===== config.mk =====
export PLATFORM = sky130hd
export DESIGN_NAME = tme_encoder
export DESIGN_NICKNAME = d
export VERILOG_FILES = /design/src/core/tme_pkg.sv /design/src/core/tme_fifo_if.sv /design/src/core/tme_encoder.sv /design/src/core/tme_fifo.sv
export VERILOG_INCLUDE_DIRS = /design/src /design/src/core
export SDC_FILE = /design/constraint.sdc
export NUM_CORES = 1
export LEC_CHECK = 0
export ABC_AREA = 1
export BUFFER_PORTS_ARGS = -buffer_cell sky130_fd_sc_hd__buf_4
export CAP_MARGIN = 20
export CORE_MARGIN = 2
export CORE_UTILIZATION = 50
export DETAILED_ROUTE_END_ITERATION = 10
export HOLD_SLACK_MARGIN = 0.15
export PLACE_DENSITY = 0.7
export SETUP_SLACK_MARGIN = 0.15
export SLEW_MARGIN = 5
export SYNTH_ARGS = -nofsm -noshare
export SYNTH_HDL_FRONTEND = slang
export SYNTH_HIERARCHICAL = 1
export SYNTH_SLANG_ARGS = --single-unit

===== constraint.sdc =====
create_clock -name sys_clk_i -period 3.2 [get_ports sys_clk_i]
set_clock_uncertainty 0.1 [all_clocks]
set_input_delay 0.8 -clock sys_clk_i [delete_from_list [all_inputs] [get_ports sys_clk_i]]
set_output_delay 0.8 -clock sys_clk_i [all_outputs]
set_load 0.005 [all_outputs]

===== src/core/tme_map.svh =====
// tme_map.svh: offsets, field positions, reset values and timing counts
// assumes a 20 MHz system clock and a 32-bit apb register bus
`ifndef TME_MAP_SVH
`define TME_MAP_SVH

`define TME_CLK_HZ          20000000
`define TME_RATE_MHZ_DEF    297600
`define TME_BIT_CYC_DEF     ((`TME_CLK_HZ * 64'd1000) / `TME_RATE_MHZ_DEF)

`define TME_OFF_CTRL        12'h000
`define TME_OFF_CMD         12'h004
`define TME_OFF_STAT        12'h008
`define TME_OFF_RATE        12'h00C
`define TME_OFF_MSG_A       12'h010
`define TME_OFF_MSG_B       12'h014

`define TME_CTRL_MODE_LSB   0
`define TME_CTRL_SEL_BIT    2
`define TME_CTRL_POL_BIT    3
`define TME_CTRL_CNT_LSB    8
`define TME_CMD_START_BIT   0
`define TME_CMD_STOP_BIT    1

`define TME_MSG_AREA_BIT    0
`define TME_MSG_GOTO_LSB    1
`define TME_MSG_HOME_LSB    6
`define TME_MSG_ID_LSB      11
`define TME_MSG_FREE_LSB    19

`define TME_FRAME_BITS      40
`define TME_SYNC_W          9
`define TME_CHK_W           7
`define TME_SYNC_DEF        9'h0AC

`endif


===== src/core/tme_pkg.sv =====
// tme_pkg.sv: types shared by the trunking message encoder
// assumes nothing beyond a systemverilog compiler
package tme_pkg;

    typedef enum logic [1:0] {
        TME_MODE_SINGLE = 2'h0,
        TME_MODE_BURST  = 2'h1,
        TME_MODE_CONT   = 2'h2,
        TME_MODE_STEP   = 2'h3
    } tme_mode_t;

    typedef enum logic [1:0] {
        TME_ST_IDLE = 2'h0,
        TME_ST_LOAD = 2'h1,
        TME_ST_SEND = 2'h3
    } tme_state_t;

    typedef struct packed {
        logic       area;
        logic [4:0] goto_rpt;
        logic [4:0] home_rpt;
        logic [7:0] radio_id;
        logic [4:0] free_rpt;
    } tme_msg_t;

endpackage


===== src/core/tme_fifo_if.sv =====
// tme_fifo_if.sv: valid/ready carrier between encoder and its bit fifo
// assumes one clock domain shared by both sides
`timescale 1ns/10ps
`default_nettype none
interface tme_fifo_if #(
    parameter int WIDTH = 1
);
    logic             wr_valid;
    logic             wr_ready;
    logic [WIDTH-1:0] wr_data;
    logic             rd_valid;
    logic             rd_ready;
    logic [WIDTH-1:0] rd_data;

    modport fifo (
        input  wr_valid,
        input  wr_data,
        output wr_ready,
        output rd_valid,
        output rd_data,
        input  rd_ready
    );
    modport user (
        output wr_valid,
        output wr_data,
        input  wr_ready,
        input  rd_valid,
        input  rd_data,
        output rd_ready
    );
endinterface
`default_nettype wire


===== src/core/tme_encoder.sv =====
// tme_encoder.sv: trunking message encoder with apb registers
// assumes synchronous inputs, 20 MHz sys_clk_i, apb master outside
//
// Contract
// - frame is sync,area,goto,home,id,free,check
// - bit rate programmable, resets to 297.6 bps
// - two parameter sets, selector picks one
// - each set fills area, repeaters, identity
// - start command begins emitting bit stream
// - single mode sends message once then idles
// - burst mode sends programmed count of frames
// - continuous mode repeats until stop arrives
// - stop finishes current frame, no truncation
// - invert maps one to negative excursion
// - step mode produces no output
//
// Implementation choices: the register offsets and the APB register port.
`timescale 1ns/10ps
`default_nettype none
`include "tme_map.svh"
module tme_encoder
    import tme_pkg::*;
#(
    parameter logic [8:0]  SYNC_WORD   = `TME_SYNC_DEF,
    parameter logic [31:0] BIT_CYC_DEF = 32'(`TME_BIT_CYC_DEF),
    parameter int          FIFO_DEPTH  = 16
) (
    input  wire logic        sys_clk_i,
    input  wire logic        nrst_i,
    input  wire logic        psel,
    input  wire logic        penable,
    input  wire logic        pwrite,
    input  wire logic [11:0] paddr,
    input  wire logic [31:0] pwdata,
    output logic      [31:0] prdata,
    output logic             pready,
    output logic             pslverr,
    output logic             mod_data_o,
    output logic             mod_pos_o,
    output logic             mod_neg_o,
    output logic             busy_o
);
    // ------------------------------------------------------------
    // frame helpers
    // ------------------------------------------------------------
    // replaceable check: 7-bit crc over the 24 payload bits
    function automatic logic [6:0] check_bits(input logic [23:0] d);
        logic [6:0] c;
        c = '0;
        for (int i = 23; i >= 0; i--) begin
            c = {c[5:0], 1'b0} ^ ((c[6] ^ d[i]) ? 7'h09 : 7'h00);
        end
        check_bits = c;
    endfunction

    function automatic tme_msg_t unpack_msg(input logic [31:0] w);
        unpack_msg.area     = w[`TME_MSG_AREA_BIT];
        unpack_msg.goto_rpt = w[`TME_MSG_GOTO_LSB +: 5];
        unpack_msg.home_rpt = w[`TME_MSG_HOME_LSB +: 5];
        unpack_msg.radio_id = w[`TME_MSG_ID_LSB +: 8];
        unpack_msg.free_rpt = w[`TME_MSG_FREE_LSB +: 5];
    endfunction

    function automatic logic [31:0] pack_msg(input tme_msg_t m);
        pack_msg = {8'h00, m.free_rpt, m.radio_id, m.home_rpt, m.goto_rpt, m.area};
    endfunction

    // ------------------------------------------------------------
    // registers
    // ------------------------------------------------------------
    tme_mode_t   mode_q,    mode_d;
    logic        sel_q,     sel_d;
    logic        inv_q,     inv_d;
    logic [7:0]  count_q,   count_d;
    logic [31:0] rate_q,    rate_d;
    tme_msg_t    msg_a_q,   msg_a_d;
    tme_msg_t    msg_b_q,   msg_b_d;
    logic [31:0] prdata_d;
    logic        pready_d;
    logic        pslverr_d;
    logic        start_p;
    logic        stop_p;
    logic        acc;
    logic        commit;
    logic        hit;

    assign acc    = psel & penable & ~pready;
    assign commit = psel & penable & pready & pwrite;

    always_comb begin
        mode_d    = mode_q;
        sel_d     = sel_q;
        inv_d     = inv_q;
        count_d   = count_q;
        rate_d    = rate_q;
        msg_a_d   = msg_a_q;
        msg_b_d   = msg_b_q;
        prdata_d  = '0;
        pready_d  = acc;
        pslverr_d = 1'b0;
        start_p   = 1'b0;
        stop_p    = 1'b0;
        hit       = 1'b1;
        case (paddr)
            `TME_OFF_CTRL: prdata_d = {16'h0000, count_q, 4'h0, inv_q, sel_q, mode_q};
            `TME_OFF_CMD:  prdata_d = '0;
            `TME_OFF_STAT: prdata_d = {31'h0, busy_o};
            `TME_OFF_RATE: prdata_d = rate_q;
            `TME_OFF_MSG_A: prdata_d = pack_msg(msg_a_q);
            `TME_OFF_MSG_B: prdata_d = pack_msg(msg_b_q);
            default: hit = 1'b0;
        endcase
        if (acc) begin
            pslverr_d = ~hit;
            if (!pwrite || !hit) begin
                prdata_d = hit ? prdata_d : 32'h0000_0000;
            end
            if (pwrite) begin
                prdata_d = '0;
            end
        end else begin
            prdata_d = '0;
        end
        // writes land at the edge where the master samples pready high
        if (commit) begin
            case (paddr)
                `TME_OFF_CTRL: begin
                    mode_d  = tme_mode_t'(pwdata[`TME_CTRL_MODE_LSB +: 2]);
                    sel_d   = pwdata[`TME_CTRL_SEL_BIT];
                    inv_d   = pwdata[`TME_CTRL_POL_BIT];
                    count_d = pwdata[`TME_CTRL_CNT_LSB +: 8];
                end
                `TME_OFF_CMD: begin
                    start_p = pwdata[`TME_CMD_START_BIT];
                    stop_p  = pwdata[`TME_CMD_STOP_BIT];
                end
                `TME_OFF_RATE:  rate_d  = (pwdata == '0) ? 32'h0000_0001 : pwdata;
                `TME_OFF_MSG_A: msg_a_d = unpack_msg(pwdata);
                `TME_OFF_MSG_B: msg_b_d = unpack_msg(pwdata);
                default: ;
            endcase
        end
    end

    always_ff @(posedge sys_clk_i or negedge nrst_i) begin
        if (!nrst_i) begin
            mode_q  <= TME_MODE_SINGLE;
            sel_q   <= 1'b0;
            inv_q   <= 1'b0;
            count_q <= 8'h01;
            rate_q  <= BIT_CYC_DEF;
            msg_a_q <= '0;
            msg_b_q <= '0;
            prdata  <= '0;
            pready  <= 1'b0;
            pslverr <= 1'b0;
        end else begin
            mode_q  <= mode_d;
            sel_q   <= sel_d;
            inv_q   <= inv_d;
            count_q <= count_d;
            rate_q  <= rate_d;
            msg_a_q <= msg_a_d;
            msg_b_q <= msg_b_d;
            prdata  <= prdata_d;
            pready  <= pready_d;
            pslverr <= pslverr_d;
        end
    end

    // ------------------------------------------------------------
    // frame builder, feeds the bit fifo
    // ------------------------------------------------------------
    tme_fifo_if #(.WIDTH(1)) bits_if ();

    tme_fifo #(
        .WIDTH (1),
        .DEPTH (FIFO_DEPTH)
    ) u_fifo (
        .sys_clk_i (sys_clk_i),
        .nrst_i    (nrst_i),
        .port      (bits_if)
    );

    tme_state_t  st_q,    st_d;
    logic [39:0] frame_q, frame_d;
    logic [5:0]  bit_q,   bit_d;
    logic [7:0]  left_q,  left_d;
    logic        stop_q,  stop_d;
    tme_mode_t   run_q,   run_d;
    tme_msg_t    cur;
    logic [23:0] payload;

    always_comb begin
        cur     = sel_q ? msg_b_q : msg_a_q;
        payload = {cur.area, cur.goto_rpt, cur.home_rpt, cur.radio_id, cur.free_rpt};
        st_d    = st_q;
        frame_d = frame_q;
        bit_d   = bit_q;
        left_d  = left_q;
        stop_d  = stop_q | stop_p;
        run_d   = run_q;
        case (st_q)
            TME_ST_IDLE: begin
                stop_d = 1'b0;
                if (start_p && mode_q != TME_MODE_STEP) begin
                    run_d  = mode_q;
                    left_d = (count_q == '0) ? 8'h01 : count_q;
                    st_d   = TME_ST_LOAD;
                end
            end
            TME_ST_LOAD: begin
                frame_d = {SYNC_WORD, payload, check_bits(payload)};
                bit_d   = 6'(`TME_FRAME_BITS - 1);
                st_d    = TME_ST_SEND;
            end
            TME_ST_SEND: begin
                if (bits_if.wr_ready) begin
                    bit_d = bit_q - 1'b1;
                    if (bit_q == '0) begin
                        // frame done: decide at the boundary only
                        if (run_q == TME_MODE_SINGLE) begin
                            st_d = TME_ST_IDLE;
                        end else if (stop_d) begin
                            st_d = TME_ST_IDLE;
                        end else if (run_q == TME_MODE_BURST) begin
                            left_d = left_q - 1'b1;
                            st_d   = (left_q == 8'h01) ? TME_ST_IDLE : TME_ST_LOAD;
                        end else begin
                            st_d = TME_ST_LOAD;
                        end
                    end
                end
            end
            default: st_d = TME_ST_IDLE;
        endcase
    end

    assign bits_if.wr_valid = (st_q == TME_ST_SEND);
    assign bits_if.wr_data  = frame_q[bit_q];

    always_ff @(posedge sys_clk_i or negedge nrst_i) begin
        if (!nrst_i) begin
            st_q    <= TME_ST_IDLE;
            frame_q <= '0;
            bit_q   <= '0;
            left_q  <= '0;
            stop_q  <= 1'b0;
            run_q   <= TME_MODE_SINGLE;
        end else begin
            st_q    <= st_d;
            frame_q <= frame_d;
            bit_q   <= bit_d;
            left_q  <= left_d;
            stop_q  <= stop_d;
            run_q   <= run_d;
        end
    end

    // ------------------------------------------------------------
    // bit timer, drains the fifo at the signalling rate
    // ------------------------------------------------------------
    logic [31:0] tick_q,  tick_d;
    logic        out_q,   out_d;
    logic        act_q,   act_d;
    logic        pos_d,   neg_d;
    logic        busy_d;
    logic        take;

    assign take             = bits_if.rd_valid && (tick_q == '0);
    assign bits_if.rd_ready = (tick_q == '0);

    always_comb begin
        tick_d = (tick_q == '0) ? (take ? rate_q - 1'b1 : '0) : tick_q - 1'b1;
        out_d  = take ? bits_if.rd_data : out_q;
        act_d  = take ? 1'b1 : ((tick_q == '0) ? 1'b0 : act_q);
        pos_d  = act_d & (out_d ^ inv_q);
        neg_d  = act_d & ~(out_d ^ inv_q);
        busy_d = (st_d != TME_ST_IDLE) | act_d | bits_if.rd_valid;
    end

    always_ff @(posedge sys_clk_i or negedge nrst_i) begin
        if (!nrst_i) begin
            tick_q     <= '0;
            out_q      <= 1'b0;
            act_q      <= 1'b0;
            mod_data_o <= 1'b0;
            mod_pos_o  <= 1'b0;
            mod_neg_o  <= 1'b0;
            busy_o     <= 1'b0;
        end else begin
            tick_q     <= tick_d;
            out_q      <= out_d;
            act_q      <= act_d;
            mod_data_o <= out_d;
            mod_pos_o  <= pos_d;
            mod_neg_o  <= neg_d;
            busy_o     <= busy_d;
        end
    end
endmodule
`default_nettype wire


===== src/core/tme_fifo.sv =====
// tme_fifo.sv: flip-flop fifo with valid/ready on both sides
// assumes a single clock and an active-low asynchronous reset
`timescale 1ns/10ps
`default_nettype none
module tme_fifo #(
    parameter int WIDTH = 1,
    parameter int DEPTH = 16
) (
    input  wire logic sys_clk_i,
    input  wire logic nrst_i,
    tme_fifo_if.fifo  port
);
    localparam int AW = $clog2(DEPTH);

    logic [WIDTH-1:0] mem_q [DEPTH];
    logic [WIDTH-1:0] mem_d [DEPTH];
    logic [AW-1:0]    wptr_q;
    logic [AW-1:0]    wptr_d;
    logic [AW-1:0]    rptr_q;
    logic [AW-1:0]    rptr_d;
    logic [AW:0]      cnt_q;
    logic [AW:0]      cnt_d;
    logic             push;
    logic             pop;

    function automatic logic [AW-1:0] bump(input logic [AW-1:0] p);
        bump = (p == AW'(DEPTH - 1)) ? '0 : p + 1'b1;
    endfunction

    assign port.wr_ready = (cnt_q != (AW+1)'(DEPTH));
    assign port.rd_valid = (cnt_q != '0);
    assign port.rd_data  = mem_q[rptr_q];
    assign push          = port.wr_valid & port.wr_ready;
    assign pop           = port.rd_valid & port.rd_ready;

    always_comb begin
        mem_d  = mem_q;
        wptr_d = wptr_q;
        rptr_d = rptr_q;
        cnt_d  = cnt_q;
        if (push) begin
            mem_d[wptr_q] = port.wr_data;
            wptr_d        = bump(wptr_q);
        end
        if (pop) begin
            rptr_d = bump(rptr_q);
        end
        if (push && !pop) begin
            cnt_d = cnt_q + 1'b1;
        end else if (pop && !push) begin
            cnt_d = cnt_q - 1'b1;
        end
    end

    always_ff @(posedge sys_clk_i or negedge nrst_i) begin
        if (!nrst_i) begin
            for (int i = 0; i < DEPTH; i++) begin
                mem_q[i] <= '0;
            end
            wptr_q <= '0;
            rptr_q <= '0;
            cnt_q  <= '0;
        end else begin
            mem_q  <= mem_d;
            wptr_q <= wptr_d;
            rptr_q <= rptr_d;
            cnt_q  <= cnt_d;
        end
    end
endmodule
`default_nettype wire


Yosys cells after proc, flatten, opt, wreduce, memory -nomap -nowiden
Index checks and enable logic that the tools add are counted.
Cells by class
  add/sub/neg operators: 8
  order comparisons: 4
  eq/ne operators: 19
  multiplexer cells: 73
  bitwise logic cells: 63
  reduce and logical (&&, ||, !) cells: 30
Operators with widths (number)
  $mux W32: 7
  $pmux W32 S5: 1
  $xor A7 B4 Y7: 21
  $mux W4: 26
  $logic_not A32 Y1: 2
  $sub A32 B1 Y32 const B: 2
  $mux W8: 7
  $eq A12 B4 Y1 const B: 2
  $eq A12 B5 Y1 const B: 2
  $mux W24: 1
  $xor A1 B1 Y1: 21
  $mux W1: 18
  $bwmux W16: 1
  $pmux W8 S2: 1
  $ne A2 B2 Y1 const B: 7
  $eq A12 B3 Y1 const B: 1
  $logic_not A12 Y1: 1
  $pmux W6 S2: 1
  $reduce_and A2 Y1: 6
  $ge A5 B5 Y1 const B: 2
  $mux W5: 2
  $not A4 Y5: 2
  $add A4 B1 Y4 const B: 2
  $and A1 B1 Y1: 8
  32 further kinds: 53
Word-level totals
  flip-flop bits (word level): 243
  input bits: 49
  output and inout port bits: 38
  word-level logic and storage cells: 246

Depth between registers and ports, before layout
  word-level depth: 66
  depth in mapped cells: 22

By module
The synthesis kept the hierarchy.
Modules (own cells, without submodules)
  tme_encoder: times used 1, cells an instance 1464, area each 11446.0 µm², seq. area each 5362.6 µm²
  tme_fifo: times used 1, cells an instance 267, area each 1884.3 µm², seq. area each 725.7 µm²

Worst setup path after synthesis
OpenSTA, ideal clock, no wires.
  path type: register -> register
  from: reg tick_q[0]
  to: reg u_fifo.cnt_q[4]
  setup time: 117 ps
  data arrival time: 2980 ps
  required time: 2983 ps
  slack: 3 ps
  stages on the path, launching flop included: 21
  clock period less this slack: 3197 ps
  cells stage by stage: dfrtp_1 > inv_1 > ha_1 > inv_1 > nor3_4 > nand3_1 > nor3_2 > nand4_1 > nor2_1 > nand2_1 > nor3_1 > nand2_2 > ha_1 > inv_1 > ha_1 > nand2_1 > nand3_1 > nand3_1 > nand2_1 > nand2_1 > nand2_1
Between the ends
  longest elaborated chain between the ends: 5
  elaborated cells on any way between the ends: 7
RTL lines
  start: declaration: line tme_encoder.sv:263  | logic [31:0] tick_q, tick_d;
  start signal: assignment: line tme_encoder.sv:292  | tick_q <= tick_d;
  $logic_not A32 Y1 (*): line tme_encoder.sv:271  | assign bits_if.rd_ready = (tick_q == '0);
  named net bits_if.rd_ready: line tme_fifo_if.sv:12  | logic rd_ready;
  $and A1 B1 Y1 (*): line tme_fifo.sv:34  | assign pop = port.rd_valid & port.rd_ready;
  $logic_not A1 Y1: line tme_fifo.sv:48  | if (push && !pop) begin
  $logic_and A1 B1 Y1: line tme_fifo.sv:48
  $mux W5 or $reduce_bool A2 Y1 (tied branches)
  end signal: assignment: line tme_fifo.sv:67  | cnt_q <= cnt_d;
  end: declaration: line tme_fifo.sv:21  | logic [AW:0] cnt_q;
Mark *: on every way through the listed nets, which the timed path passes. The rest lies on a longest branch.
A chain may end at the register's enable or synchronous reset.

Worst setup path in the final report
  from: reg tick_q[3]
  to: reg u_fifo.cnt_q[4]
The elaborated chain is that of the path after synthesis.

==> impl_results.html <==
<table>
<tr><th>Metric</th><th>Value</th></tr>
<tr><th colspan="2">GRT</th></tr>
<tr><td>Total routing usage reported by global routing</td><td>0.259</td></tr>
<tr><td>Pin count of the biggest net entering global routing</td><td>65</td></tr>
<tr><td>Remaining global-route overflow</td><td>0</td></tr>
<tr><td>Via count of the first global-routing pass</td><td>11220</td></tr>
<tr><td>Initial antenna violation count</td><td>0</td></tr>
<tr><td>Wire length of the first global-routing pass</td><td>~60 mm</td></tr>
<tr><th colspan="2">CTS</th></tr>
<tr><td>Cts bufs inserted</td><td>27</td></tr>
<tr><td>Clock latency reported for the late side of the worst-skew pair</td><td>0.54 ns</td></tr>
<tr><td>Count of clock tree sinks</td><td>about 240</td></tr>
<tr><td>Clock Tree Buf Depth</td><td>3</td></tr>
<tr><td>Clock transition at the register clock pins on the worst setup and hold paths after CTS</td><td>0.06 ns</td></tr>
<tr><td>CTS tree</td><td>built</td></tr>
<tr><td>H-tree level count</td><td>1</td></tr>
<tr><td>Clock tree root buffer cell</td><td>sky130_fd_sc_hd__clkbuf_16</td></tr>
<tr><th colspan="2">Drt</th></tr>
<tr><td>Detail-routed via count per cell</td><td>5.45</td></tr>
<tr><td>Drc violations</td><td>8</td></tr>
<tr><td>Metal-1 WL</td><td>between 15 and 20 mm</td></tr>
<tr><td>Number of vias in the routed layout</td><td>approximately 12000</td></tr>
<tr><td>Wire length on met2</td><td>around 15 mm</td></tr>
<tr><td>Routed Wire Length</td><td>around 36 mm</td></tr>
<tr><td>Drt first-iter violations</td><td>~1200</td></tr>
<tr><td>DRT antenna net count</td><td>0</td></tr>
<tr><td>Final routed wire length divided by cell count</td><td>~16 µm</td></tr>
<tr><td>Routed met3 length</td><td>2.35 mm</td></tr>
<tr><td>Highest metal layer used by the detailed router</td><td>met4</td></tr>
<tr><td>Pre-antenna DRT Iters</td><td>9</td></tr>
<tr><th colspan="2">Final layout</th></tr>
<tr><td>Commonest non-fill, non-tap cell in the layout</td><td>sky130_fd_sc_hd__nand2_1</td></tr>
<tr><td>Fraction of final layout cells sized beyond drive strength 1</td><td>0.152</td></tr>
<tr><td>Finished Cell Area</td><td>~0.016 mm²</td></tr>
<tr><td>Count of placed standard cells in the final layout, fillers left out</td><td>2192</td></tr>
<tr><td>Leading cell types in the layout, fill and taps excluded</td><td>sky130_fd_sc_hd__nand2_1 (443), sky130_fd_sc_hd__dfrtp_1 (237), sky130_fd_sc_hd__o21ai_0 (202), sky130_fd_sc_hd__inv_1 (183), sky130_fd_sc_hd__nor2_1 (171)</td></tr>
<tr><td>Antenna fix cells</td><td>0</td></tr>
<tr><td>Relative area change from synthesis to final layout</td><td>16.3%</td></tr>
<tr><td>Post-layout nets</td><td>roughly 1900</td></tr>
<tr><th colspan="2">Yosys</th></tr>
<tr><td>FF+latch count, synth</td><td>around 240</td></tr>
<tr><td>Sequential fraction of the synthesis area</td><td>0.457</td></tr>
<tr><td>Net count of the mapped netlist</td><td>around 1800</td></tr>
<tr><td>Dominant register cell in the synthesized netlist</td><td>sky130_fd_sc_hd__dfrtp_1</td></tr>
<tr><td>Number of distinct library cells after synthesis</td><td>56</td></tr>
<tr><td>Total of warnings raised by yosys</td><td>6</td></tr>
<tr><td>Number of synthesized flops with an enable pin</td><td>0</td></tr>
<tr><td>Share of synthesized registers carrying an async set or reset</td><td>1.00</td></tr>
<tr><td>Post-synthesis instance total</td><td>between 1500 and 2000</td></tr>
<tr><td>Syn_area_per_cell</td><td>7.70 µm²</td></tr>
<tr><td>Cell Area, Synth</td><td>0.0133 mm²</td></tr>
<tr><th colspan="2">Floorplan</th></tr>
<tr><td>Core region area</td><td>around 0.026 mm²</td></tr>
<tr><td>Die boundary width</td><td>around 170 µm</td></tr>
<tr><td>Chip height</td><td>between 150 and 200 µm</td></tr>
<tr><td>Placement row count</td><td>between 50 and 60</td></tr>
<tr><td>Boundary Pins</td><td>between 80 and 90</td></tr>
<tr><td>Initial standard-cell utilization of the core</td><td>0.510</td></tr>
<tr><td>Die area</td><td>0.0280 mm²</td></tr>
<tr><th colspan="2">Critical path</th></tr>
<tr><td>Worst endpoint required time</td><td>approximately 3.5 ns</td></tr>
<tr><td>Worst path arrival time</td><td>3.29 ns</td></tr>
<tr><td>Critical Setup Path Class</td><td>flip-flop to flip-flop</td></tr>
<tr><td>Crit Path Max Fanout</td><td>5</td></tr>
<tr><td>Startpoint Class</td><td>flip-flop</td></tr>
<tr><td>Crit end category</td><td>flip-flop</td></tr>
<tr><th colspan="2">Place</th></tr>
<tr><td>RD Place Congestion</td><td>a little over 0.9</td></tr>
<tr><td>IO Port Bufs</td><td>86</td></tr>
<tr><td>Dpl cell area</td><td>about 0.015 mm²</td></tr>
<tr><td>Total placed cells including tap cells</td><td>2134</td></tr>
<tr><td>Detailed placer's ending HPWL</td><td>26.1 mm</td></tr>
<tr><td>Post-placement worst setup slack</td><td>roughly 0.0025 ns</td></tr>
<tr><th colspan="2">Power and ir drop</th></tr>
<tr><td>Maximum vdd ir drop</td><td>~0.28 mV</td></tr>
<tr><td>Total power density per cell area</td><td>just over 400 mW/mm²</td></tr>
<tr><td>Net switching share of the total power</td><td>0.222</td></tr>
<tr><td>Pint</td><td>approximately 4.9 mW</td></tr>
<tr><td>Sequential fraction of design power</td><td>0.491</td></tr>
<tr><td>Clock network power share</td><td>0.478</td></tr>
<tr><td>Combinational share of power</td><td>0.032</td></tr>
<tr><td>Leak pwr</td><td>7.33 nW</td></tr>
<tr><td>NetSw</td><td>approximately 1.4 mW</td></tr>
<tr><th colspan="2">STA</th></tr>
<tr><td>Number of hold-slack violations in the final timing report</td><td>0</td></tr>
<tr><td>Final clock period utilization by the worst path</td><td>0.928</td></tr>
<tr><td>Worst Setup Slack, final</td><td>roughly 0.23 ns</td></tr>
<tr><td>Crit path time final</td><td>about 3.0 ns</td></tr>
<tr><td>Transition time at the pin with the least slew margin</td><td>approximately 0.70 ns</td></tr>
<tr><td>Unrepaired setup endpoints after global routing</td><td>true</td></tr>
<tr><td>Max Clk Rate</td><td>between 300 and 400 MHz</td></tr>
<tr><td>Final setup viols</td><td>0</td></tr>
<tr><td>Worst rel slew slack</td><td>0.529</td></tr>
<tr><td>Sum of negative setup slack</td><td>0 ns</td></tr>
<tr><td>Number of pins with negative max-slew slack in the final report</td><td>0</td></tr>
<tr><th colspan="2">Flow run</th></tr>
<tr><td>Max-cap violation count</td><td>0</td></tr>
<tr><th colspan="2">Outcome</th></tr>
<tr><td>Violations in the final reports</td><td>DRC</td></tr>
<tr><td>Result of the run</td><td>finished with violations</td></tr>
<tr><th colspan="2">Worst hold path</th></tr>
<tr><td>Type of the worst min-delay path</td><td>primary input to flip-flop</td></tr>
</table>
[path summary, 6_finish.rpt]
check / start / endpoint / slack, ns / cells after the start
min in group asynchronous: nrst_i / u_fifo/wptr_q[3] / 0.74 / 2
max in group asynchronous: nrst_i / rate_q[2] / 1.42 / 3
setup reg to reg: tick_q[3] / u_fifo/cnt_q[4] / 0.23 / 19
setup / recovery: tick_q[3] / u_fifo/cnt_q[4] / 0.23 / 19
hold / removal: pwrite / prdata[0] / 0.36 / 2
hold reg to reg: u_fifo/mem_q[15] / u_fifo/mem_q[15] / 0.37 / 2
[power groups by stage]
stage               registers (mW)  logic [mW]  clock network [mW]
CTS                           3.08       0.195                3.05
finish                        3.08       0.198                3.00
global route                  3.08       0.222                3.19
global placement              3.14       0.191                   0
floorplan                     3.14      0.0359                   0
detailed placement            3.14       0.193                   0
[what timing repair did]
action	CTS	global route
setup buffers	1	8
pin swaps	3	16
gates resized for setup	0	18
endpoints found under the setup margin	4	4
hold endpoints to repair	11	0
hold buffers	1	0
[sequential cells by signal (all words and copies together), names as in the netlist, 2 cells and up]
name	flops
left_q	8
msg_b_q	24
u_fifo/cnt_q	5
u_fifo/wptr_q	4
mode_q	2
prdata	32
u_fifo/rptr_q	4
msg_a_q	24
u_fifo/mem_q	16
bit_q	6
tick_q	32
run_q	2
st_q	2
rate_q	32
frame_q	32
count_q	8
[Yosys cell counts (4+ instances only)]
| library cell | n | area (µm²) |
|---|---|---|
| sky130_fd_sc_hd__buf_2 | 10 | 50.1 |
| sky130_fd_sc_hd__o21ai_0 | 203 | 1020 |
| sky130_fd_sc_hd__nand3_1 | 115 | 576 |
| sky130_fd_sc_hd__nor2_1 | 175 | 657 |
| sky130_fd_sc_hd__nand4_1 | 37 | 231 |
| sky130_fd_sc_hd__a21oi_1 | 13 | 65.1 |
| sky130_fd_sc_hd__nor3_2 | 4 | 40.0 |
| sky130_fd_sc_hd__xor2_1 | 36 | 315 |
| sky130_fd_sc_hd__o22ai_1 | 20 | 125 |
| sky130_fd_sc_hd__nand2_1 | 446 | 1670 |
| sky130_fd_sc_hd__clkbuf_1 | 40 | 150 |
| sky130_fd_sc_hd__nand3_2 | 7 | 70.1 |
| sky130_fd_sc_hd__a221oi_1 | 22 | 193 |
| sky130_fd_sc_hd__xnor2_1 | 24 | 210 |
| sky130_fd_sc_hd__nor2_2 | 7 | 43.8 |
| sky130_fd_sc_hd__o21ai_1 | 7 | 35.0 |
| sky130_fd_sc_hd__ha_1 | 14 | 175 |
| sky130_fd_sc_hd__nor4_1 | 12 | 75.1 |
| sky130_fd_sc_hd__dfstp_2 | 6 | 158 |
| sky130_fd_sc_hd__dfrtp_1 | 237 | 5930 |
| sky130_fd_sc_hd__nor3_1 | 16 | 80.1 |
| sky130_fd_sc_hd__inv_2 | 5 | 18.8 |
| sky130_fd_sc_hd__inv_1 | 188 | 706 |
| sky130_fd_sc_hd__nand2_2 | 33 | 206 |
[metal layers]
metal | track usage | vias to the layer above
met5 | 0 | -
met4 | 0.0873 | 0
met3 | 0.0381 | 66
met2 | 0.386 | 388
met1 | 0.388 | 5629
li1 | - | 5867
[final cells by class]
type	count	area, µm²
Tap cell	335	419
Timing Repair Buffer	138	1070
Sequential cell	243	6090
Multi-Input combinational cell	1232	6330
Clock inverter	12	92.6
Clock buffer	36	759
Fill cell	2382	10600
Inverter	196	746
[cell families (layout without fill, tap and decap cells)]
logic type | after synthesis | in the layout | share of synthesized area
xor+xnor | 62 | 62 | 0.0428
simple gates | 868 | 868 | 0.287
compound gates | 285 | 285 | 0.120
buf+inv | 256 | 382 | 0.0773
mux | 2 | 2 | 0.00150
fa+ha+maj | 15 | 15 | 0.0146
flops | 243 | 243 | 0.457
[critical path, stage by stage (launching register included)]
cell	delay [ns]
sky130_fd_sc_hd__dfrtp_1	0.40
sky130_fd_sc_hd__or2_4	0.27
sky130_fd_sc_hd__nor3_4	0.19
sky130_fd_sc_hd__nand3_2	0.14
sky130_fd_sc_hd__nor3_4	0.19
sky130_fd_sc_hd__nand4_1	0.14
sky130_fd_sc_hd__nor2_2	0.18
sky130_fd_sc_hd__nand2_2	0.09
sky130_fd_sc_hd__nor3_4	0.20
sky130_fd_sc_hd__nand2_2	0.10
sky130_fd_sc_hd__ha_4	0.18
sky130_fd_sc_hd__inv_6	0.08
sky130_fd_sc_hd__fa_2	0.22
sky130_fd_sc_hd__nand2_2	0.06
sky130_fd_sc_hd__nand3_2	0.07
sky130_fd_sc_hd__nand2_1	0.06
sky130_fd_sc_hd__nand2_1	0.05
sky130_fd_sc_hd__nand2_1	0.04
sky130_fd_sc_hd__nand2_1	0.05
sky130_fd_sc_hd__nand2_1	0.05
[stage by stage]
step           hold slack, ns  total power [mW]  utilization
3_3_place_gp            0.355              3.33        0.556
4_1_cts                 0.341              6.33        0.589
6_report                0.357              6.29        0.593
3_5_place_dp            0.363              3.33        0.556
5_1_grt                 0.362              6.49        0.593
2_1_floorplan           0.340              3.18            -
Note: power is estimated with default switching activity, not from simulation.
